### src/design/sdd_pkg.sv
/*
 * Package for the sigma-delta decimator result block: constants, widths and carrier structs.
 * Assumes one 250 MHz clock and an asynchronous active-high reset; no register bus.
 */
// Operation
// - Reference on by enable bit; buffer output when enabled.
// - Both bits clear leaves reference off, external used.
// - Auto power-down when idle; reference follows enable bit.
// - Eight input pairs; code 6 temperature, 7 shorted.
// - Per-channel gain select, six distinct settings.
// - Input and gain changes apply at decimation step.
// - Interrupt delay; at zero first request on fourth.
// - Third-order comb filter of the bit stream.
// - One result per output sample, modulator rate over OSR.
// - Modulator clock from source select and divider.
// - Output width 16 to 24 bits by OSR.
// - OSR 256, low access clear: bits 23 to 8.
// - OSR 32: result least bit reads zero.
// - Low access set: word read gives low 16.
// - Byte read gives low 8 filter bits.
// - Toggle set inverts low access on every read.
// - Writing toggle leaves low access until next access.
// - Result register per channel sets ready flag.
// - Ready flag clears on read or by software.
// - Format bit: offset binary or two's complement.
// - Synchronous step valid third conversion, async fourth.
// - Ratios up to 256, up to three channels.
package sdd_pkg;
	localparam int NUM_CH = 3;
	localparam int ACC_W = 25;
	localparam int RES_W = 24;
	localparam logic [2:0] TEMP_SENSOR_INPUT = 3'h6;
	localparam logic [2:0] SHORTED_OFFSET_INPUT = 3'h7;
	localparam logic [2:0] GAIN_MAX_CODE = 3'h5;
	localparam logic [2:0] OSR_DEFAULT = 3'h0;
	localparam logic [1:0] INTDLY_DEFAULT = 2'h0;
	localparam int INTDLY_BASE = 4;
	localparam logic [15:0] RESULT_RESET = 16'h0000;

	typedef enum logic [1:0] {SDD_FMT_OFFSET, SDD_FMT_TWOS, SDD_FMT_RSVD2, SDD_FMT_RSVD3} sdd_fmt_e;

	// Per-channel software configuration
	typedef struct packed {
		logic start;
		logic [2:0] input_pair_select;
		logic [2:0] pga_gain_select;
		logic [1:0] interrupt_delay_select;
		logic [2:0] oversampling_ratio_select;
		logic data_format_select;
		logic low_bits_access_wr;
		logic low_bits_access_val;
		logic low_bits_toggle;
	} sdd_cfg_s;

	// Per-channel result read request
	typedef struct packed {
		logic rd;
		logic byte_rd;
		logic flag_clr;
	} sdd_rd_s;
endpackage : sdd_pkg

### src/design/sdd_top.sv
/*
 * Sigma-delta decimator result block: modulator clock divider, three sinc3 decimators,
 * result windowing, ready flags, interrupt delay and reference/power control.
 * Assumes modulator bit streams arrive asynchronously and are synchronised here.
 */
`timescale 1ns/100ps
module sdd_top (
	input wire logic clk_i,
	input wire logic reset_i,
	input wire logic ref_enable_bit_i,
	input wire logic ref_buffer_out_enable_i,
	input wire logic [1:0] modulator_clock_source_i,
	input wire logic [2:0] modulator_clock_divider_i,
	input wire logic [3:0] mod_clk_src_i,
	input wire sdd_pkg::sdd_cfg_s [2:0] cfg_i,
	input wire sdd_pkg::sdd_rd_s [2:0] rd_i,
	input wire logic [2:0] mod_bit_i,
	output logic ref_on_o,
	output logic ref_buf_out_o,
	output logic mod_power_o,
	output logic mod_clk_o,
	output logic [8:0] mux_sel_o,
	output logic [8:0] gain_sel_o,
	output logic [47:0] result_o,
	output logic [2:0] result_ready_flag_o,
	output logic [2:0] irq_req_o,
	output logic [2:0] low_bits_access_o
);
	logic [3:0] src_s1_r, src_s2_r, src_d_r;
	logic [6:0] div_cnt_r;
	logic [2:0] bit_s1_r, bit_s2_r;
	logic [2:0] active_w;
	logic src_rise_w;
	logic div_tick_w;
	logic [6:0] div_max_w;

	// Sources sampled through two flops before the edge detector
	always_ff @(posedge clk_i or posedge reset_i)
	begin
		if (reset_i)
		begin
			src_s1_r <= 4'h0;
			src_s2_r <= 4'h0;
			src_d_r <= 4'h0;
			bit_s1_r <= 3'h0;
			bit_s2_r <= 3'h0;
		end
		else
		begin
			src_s1_r <= mod_clk_src_i;
			src_s2_r <= src_s1_r;
			src_d_r <= src_s2_r;
			bit_s1_r <= mod_bit_i;
			bit_s2_r <= bit_s1_r;
		end
	end

	assign src_rise_w = src_s2_r[modulator_clock_source_i] & ~src_d_r[modulator_clock_source_i];
	assign div_max_w = 7'((1 << modulator_clock_divider_i) - 1);
	assign div_tick_w = src_rise_w && (div_cnt_r >= div_max_w);

	always_ff @(posedge clk_i or posedge reset_i)
	begin
		if (reset_i)
			div_cnt_r <= 7'h00;
		else if (src_rise_w)
			div_cnt_r <= div_tick_w ? 7'h00 : div_cnt_r + 7'h01;
	end

	assign ref_on_o = ref_enable_bit_i;
	assign ref_buf_out_o = ref_enable_bit_i & ref_buffer_out_enable_i;
	assign mod_power_o = |active_w;
	assign mod_clk_o = div_tick_w;

	genvar g;
	generate
		for (g = 0; g < sdd_pkg::NUM_CH; g++)
		begin : g_ch
			sdd_chan u_chan (
				.clk_i(clk_i),
				.reset_i(reset_i),
				.tick_i(div_tick_w),
				.bit_i(bit_s2_r[g]),
				.cfg_i(cfg_i[g]),
				.rd_i(rd_i[g]),
				.active_o(active_w[g]),
				.mux_sel_o(mux_sel_o[3*g +: 3]),
				.gain_sel_o(gain_sel_o[3*g +: 3]),
				.result_o(result_o[16*g +: 16]),
				.flag_o(result_ready_flag_o[g]),
				.irq_o(irq_req_o[g]),
				.lsbacc_o(low_bits_access_o[g])
			);
		end
	endgenerate
endmodule : sdd_top

// One decimator channel
module sdd_chan (
	input wire logic clk_i,
	input wire logic reset_i,
	input wire logic tick_i,
	input wire logic bit_i,
	input wire sdd_pkg::sdd_cfg_s cfg_i,
	input wire sdd_pkg::sdd_rd_s rd_i,
	output logic active_o,
	output logic [2:0] mux_sel_o,
	output logic [2:0] gain_sel_o,
	output logic [15:0] result_o,
	output logic flag_o,
	output logic irq_o,
	output logic lsbacc_o
);
	localparam int W = sdd_pkg::ACC_W;
	logic [W-1:0] i1_r, i2_r, i3_r, d1_r, d2_r, d3_r;
	localparam int RW = sdd_pkg::RES_W;
	logic [W-1:0] c2_w, c3_w, x_w;
	logic [8:0] dec_cnt_r;
	logic [8:0] osr_w;
	logic dec_w;
	logic [RW-1:0] filt_r;
	logic [RW-1:0] scaled_w, fmt_w;
	logic [15:0] word_w;
	logic [4:0] shift_w;
	logic [3:0] conv_cnt_r;
	logic [3:0] dly_need_w;
	logic new_w;
	logic read_w;

	assign active_o = cfg_i.start;
	assign osr_w = 9'(9'h020 << cfg_i.oversampling_ratio_select[1:0]);
	assign dec_w = tick_i && (dec_cnt_r == osr_w - 9'h001);
	assign x_w = {{(W-1){1'b0}}, bit_i};
	assign c2_w = i3_r - d1_r;
	assign c3_w = c2_w - d2_r;
	assign read_w = rd_i.rd;

	// Integrators at modulator rate, differencers at output rate
	always_ff @(posedge clk_i or posedge reset_i)
	begin
		if (reset_i)
		begin
			i1_r <= '0;
			i2_r <= '0;
			i3_r <= '0;
			d1_r <= '0;
			d2_r <= '0;
			d3_r <= '0;
			dec_cnt_r <= 9'h000;
			mux_sel_o <= 3'h0;
			gain_sel_o <= 3'h0;
			filt_r <= '0;
		end
		else if (!cfg_i.start)
		begin
			i1_r <= '0;
			i2_r <= '0;
			i3_r <= '0;
			d1_r <= '0;
			d2_r <= '0;
			d3_r <= '0;
			dec_cnt_r <= 9'h000;
			mux_sel_o <= cfg_i.input_pair_select;
			gain_sel_o <= (cfg_i.pga_gain_select > sdd_pkg::GAIN_MAX_CODE) ? sdd_pkg::GAIN_MAX_CODE : cfg_i.pga_gain_select;
		end
		else if (tick_i)
		begin
			i1_r <= i1_r + x_w;
			i2_r <= i2_r + i1_r;
			i3_r <= i3_r + i2_r;
			dec_cnt_r <= dec_w ? 9'h000 : dec_cnt_r + 9'h001;
			if (dec_w)
			begin
				d1_r <= i3_r;
				d2_r <= c2_w;
				d3_r <= c3_w;
				filt_r <= RW'(c3_w - d3_r);
				mux_sel_o <= cfg_i.input_pair_select;
				gain_sel_o <= (cfg_i.pga_gain_select > sdd_pkg::GAIN_MAX_CODE) ? sdd_pkg::GAIN_MAX_CODE : cfg_i.pga_gain_select;
			end
		end
	end

	// Filter gain is OSR^3; align full scale to bit 23
	assign shift_w = 5'(9 - 3 * cfg_i.oversampling_ratio_select[1:0]);
	assign scaled_w = RW'(filt_r << shift_w);
	assign fmt_w = cfg_i.data_format_select ? (scaled_w ^ 24'h800000) : scaled_w;
	assign word_w = rd_i.byte_rd ? {8'h00, fmt_w[7:0]}
		: (lsbacc_o ? fmt_w[15:0]
		: {fmt_w[23:9], fmt_w[8] & (cfg_i.oversampling_ratio_select[1:0] != 2'h0)});
	assign new_w = tick_i && dec_w && cfg_i.start;
	assign dly_need_w = 4'(sdd_pkg::INTDLY_BASE - cfg_i.interrupt_delay_select);

	always_ff @(posedge clk_i or posedge reset_i)
	begin
		if (reset_i)
		begin
			result_o <= sdd_pkg::RESULT_RESET;
			flag_o <= 1'b0;
			irq_o <= 1'b0;
			lsbacc_o <= 1'b0;
			conv_cnt_r <= 4'h0;
		end
		else
		begin
			if (read_w)
				result_o <= word_w;
			flag_o <= new_w | (flag_o & ~read_w & ~rd_i.flag_clr);
			if (!cfg_i.start)
				conv_cnt_r <= 4'h0;
			else if (new_w && conv_cnt_r < dly_need_w)
				conv_cnt_r <= conv_cnt_r + 4'h1;
			irq_o <= new_w && (conv_cnt_r + 4'h1 >= dly_need_w);
			if (cfg_i.low_bits_access_wr)
				lsbacc_o <= cfg_i.low_bits_access_val;
			else if (read_w && cfg_i.low_bits_toggle)
				lsbacc_o <= ~lsbacc_o;
		end
	end
endmodule : sdd_chan

### config.mk
export PLATFORM = sky130hd
export DESIGN_NAME = sdd_top
export DESIGN_NICKNAME = d
export VERILOG_FILES = /design/src/design/sdd_pkg.sv /design/src/design/sdd_top.sv
export SDC_FILE = /design/constraint.sdc
export NUM_CORES = 2
export LEC_CHECK = 0
export BUFFER_PORTS_ARGS = -buffer_cell sky130_fd_sc_hd__buf_2
export CORE_MARGIN = 2
export CORE_UTILIZATION = 30
export CTS_CLUSTER_SIZE = 8
export DETAILED_ROUTE_END_ITERATION = 16
export GPL_TIMING_DRIVEN = 0
export PLACE_DENSITY = 0.41
export SETUP_SLACK_MARGIN = 0.2
export SYNTH_ARGS = -nofsm -noshare
export SYNTH_HDL_FRONTEND = slang
export SYNTH_SLANG_ARGS = --single-unit
export TNS_END_PERCENT = 100
### constraint.sdc
create_clock -name clk_i -period 21.5 [get_ports clk_i]
set_input_delay 1.075 -clock clk_i [delete_from_list [all_inputs] [get_ports clk_i]]
set_output_delay 1.075 -clock clk_i [all_outputs]
set_load 0.02 [all_outputs]
==> run_results.csv <==
group,metric,value,unit
global_route,grt_antenna_before_repair,9,
final_layout,number_of_inserted_filler_cells_in_the_final_layout,16237,
setup_path,worst_r2r_path_depth,29,
pwr,static_power_due_to_leakage,23.37,nW
sta,clock-skew-final,24.69,ps
logic_synthesis,yosysTopAreaCell,"dfrtp_1",
setup_path,crit_buf_inv,1,
logic_synthesis,yosys.cell_types.count,93,
logic_synthesis,syn_inst,5480,
global_route,gr-total-overflow,0,
floorplan,rows,144,
clock_network,worstSkewPairLatency,710,ps
sta,timing.final.crit_share,31.77,%
global_route,first_global_vias,37623,
setup_path,critical_path.reg2reg.endpoint,"g_ch[2].u_chan.filt_r[23]",
logic_synthesis,ys.flop_type,"dfrtp_1",
clock_network,clockRootBuffer,"clkbuf_16",
pwr,power.share.sequential,25.4,%
placement,pre_cts_slack,14600,ps
setup_path,reg2reg_setup_slack,14670,ps
clock_network,post-cts-setup-buffer-count,0,
final_layout,post_route_cells_drive_above_1_share,7.533,%
pwr,vdd_ir_drop_max,0.00006332,V
global_route,grt_start_max_net_pins,115,
clock_network,cts.hold.buffers_added,0,
sta,hold_viol,0,
setup_path,slowest_stage,"dfrtp_1",
logic_synthesis,syn-num-nets,5969,
min_path,hold_path_class,"reg -> reg",
route,drt-pass1-iter-count,5,
sta,grt_setup_unrepaired,"no",
clock_network,cts_buffers,93,
logic_synthesis,synth_commonest_cells,"nand2_1, dfrtp_1, a21oi_1",
route,drtIter0Drc,2035,
pwr,cellPowerDensity,93.85,mW/mm^2
setup_path,r2r-start,"g_ch[2].u_chan.i3_r[0]",
logic_synthesis,fraction_of_synthesized_cell_area_taken_by_the_top_area_cell_type,34.77,%
placement,place.port_buffers,143,
job,drv.max_cap_violation_count,1,
setup_path,worst-endpoint-required,22070,ps
pwr,portion_of_total_power_attributed_to_the_clock_network,28.2,%
min_path,min_from,"bit_s1_r[1]",
sta,hold_ws,343.7,ps
logic_synthesis,synth-edff-count,0,
final_layout,finish.utilization,34.05,%
floorplan,core,0.1537,mm^2
sta,tightestPinTransition,1417,ps
run_status,violations,"max-capacitance violations",
pwr,p_switching,1.918,mW
sta,final_slew_violations,0,
placement,hpwlAfterDp,106700,um
route,route.antenna.remaining_nets,0,
clock_network,numClockSinks,643,
clock_network,clk_path_buf_depth,3,
setup_path,start_kind,"flop",
floorplan,die_area,0.1574,mm^2
sta,max_freq,0.1464,GHz
final_layout,final_nets,6213,
logic_synthesis,yosysWarningCount,0,
floorplan,die_w,396.8,um
floorplan,floorplan.initialDensity,30.12,%
min_path,hold_path_stages,0,
sta,setup_viol,0,
final_layout,area_growth_syn_to_layout,13.08,%
placement,dpl-instance-area,0.04973,mm^2
setup_path,worst_path_dominant_cell_family,"compound AO/OA/AOI/OAI gates",
placement,routabilityCongestion,0.8382,
pwr,power.internal,2.994,mW
logic_synthesis,synth.most_common_cell,"nand2_1",
route,average_wire_per_cell_in_the_routed_design,17.84,um
route,final_wirelength,139100,um
logic_synthesis,synth-seq-area-share,34.77,%
clock_network,cts_tree,"built",
clock_network,ctsHtreeMaxLevel,3,
setup_path,timing.setup.critical_path_class,"reg -> reg",
logic_synthesis,netlist_area,0.04628,mm^2
floorplan,top_level_ports,152,
pwr,comb_power_share,46.4,%
global_route,grt_pass1_wl,220900,um
route,drt_drc_violations_left,0,
floorplan,die_height,396.8,um
setup_path,crit_arrival,7410,ps
setup_path,slowest_delay,420,ps
setup_path,timing.critical_path.to_type,"flop",
sta,slew_headroom,3.100,%
logic_synthesis,synth.ff_latch_count,643,
run_status,run_status,"complete, but fails checks",
global_route,track_usage,17.66,%
logic_synthesis,postSynthAreaPerCell,8.446,um^2
sta,period_needed,6831,ps
sta,final.setup.worst_slack,14670,ps
logic_synthesis,ys_top_cells_by_area,"dfrtp_1, ha_1, nand2_1, a21oi_1, xnor2_1",
pwr,power.share.switching,39.05,%
final_layout,finalInstanceArea,0.05234,mm^2
route,route.detailed.vias_per_inst,4.881,
clock_network,post_cts_resize_count,0,
setup_path,crit_fanout,6,
clock_network,cts.clk_slew.worst_paths,50,ps
route,routed-via-count,38052,
setup_path,crit_top_cell,"a21oi_1",
min_path,hold_end,"bit_s2_r[1]",
logic_synthesis,asyncSetResetFlopFracSynth,100.0,%
[layer usage]
layer / vias up / part of all wire (%) / global-route usage [%] / wire length, um
li1: 19469 / - / - / -
met1: 17958 / 48 / 24.15 / 67330
met2: 460 / 46 / 29.28 / 64450
met3: 165 / 3.2 / 2.263 / 4389
met4: 0 / 2.1 / 4.590 / 2883
met5: - / 0 / 0 / 0
[logic make-up after synthesis]
group / after synthesis / share of synthesized area, %
buf+inv: 583 / 4.993
mux: 147 / 4.025
simple gates: 1847 / 17.72
xor+xnor: 406 / 7.729
flops: 643 / 34.77
compound gates: 1438 / 19.28
fa+ha+maj: 416 / 11.49
[power groups by stage]
stage | combinational (mW) | clock (mW) | sequential [mW]
global placement | 2.28 | 0 | 1.27
detailed placement | 2.29 | 0 | 1.27
finish | 2.28 | 1.39 | 1.25
floorplan | 1.73 | 0 | 1.28
CTS | 2.30 | 1.45 | 1.25
global route | 2.56 | 1.50 | 1.25
[final cells by class]
class	count	area, um^2	share of cell area, %
clock inverters	8	132.6	0.2534
clock buffers	111	2466	4.712
repair buffers	149	880.8	1.683
well taps	2044	2557	4.886
inverters	356	1344	2.568
diodes	4	10.01	0.01913
flip-flops and latches	643	16090	30.74
plain buffers	227	974.7	1.862
multi-input cells	4254	27880	53.27
[state kept, by name (all words and copies together), names as in the netlist, 4 cells and up]
signal / count
g_ch.u_chan.d1_r: 72
g_ch.u_chan.filt_r: 72
src_d_r: 4
g_ch.u_chan.i1_r: 72
g_ch.u_chan.d3_r: 72
g_ch.u_chan.result_o: 48
g_ch.u_chan.conv_cnt_r: 12
g_ch.u_chan.i3_r: 72
g_ch.u_chan.i2_r: 72
g_ch.u_chan.mux_sel_o: 9
g_ch.u_chan.dec_cnt_r: 27
src_s2_r: 4
g_ch.u_chan.gain_sel_o: 9
div_cnt_r: 7
g_ch.u_chan.d2_r: 72
src_s1_r: 4
[layout by cell type (no fill, tap or decap), drive strengths merged, types with 57 or more instances in the layout]
master,netlist,routed
o21ai,268,268
clkbuf,163,274
xor2,141,141
nand3,116,116
nor2,394,394
ha,401,401
a21o,113,113
and2,67,67
mux2i,68,68
a211oi,71,71
dfrtp,643,643
nor3,85,85
a21oi,550,550
xnor2,264,264
inv,354,357
nand2b,57,57
a21boi,117,117
buf,64,213
nand2,894,894
[through the flow]
stage / std cells / setup TNS, ps / power (mW)
final: 7796 / 0 / 4.912
after global routing: 7792 / 0 / 5.310
after CTS: 7792 / 0 / 4.996
after detailed placement: 7673 / 0 / 3.562
after global placement: 7667 / -4957650 / 3.551
after floorplan: 5480 / 0 / 3.009
[worst reg2reg max path: cells and delay by family, from the launching register on]
family | cells | cell delay, ps
AOI/OAI and AO/OA | 18 | 3750
DFF | 1 | 420
buffers and inverters | 1 | 70
xor gates and xnor gates | 4 | 880
adders and majority gates | 4 | 1330
and+or+nand+nor | 2 | 250
[how the worst max path moves through the flow]
stage          slack [ps]  depth (start not counted)                        end                    from
2_1_floorplan        2410                          1                bit_s1_r[0]                 reset_i
3_3_place_gp        -7910                          2    g_ch[0].u_chan.i1_r[18]                 reset_i
3_5_place_dp        14600                         29  g_ch[1].u_chan.filt_r[23]  g_ch[1].u_chan.i3_r[0]
4_1_cts             14540                         29  g_ch[1].u_chan.filt_r[23]  g_ch[1].u_chan.i3_r[0]
5_1_grt             13890                         29  g_ch[1].u_chan.filt_r[23]  g_ch[1].u_chan.i3_r[0]
6_report            14670                         29  g_ch[2].u_chan.filt_r[23]  g_ch[2].u_chan.i3_r[0]
No activity file was read; power rests on OpenSTA's default activity.
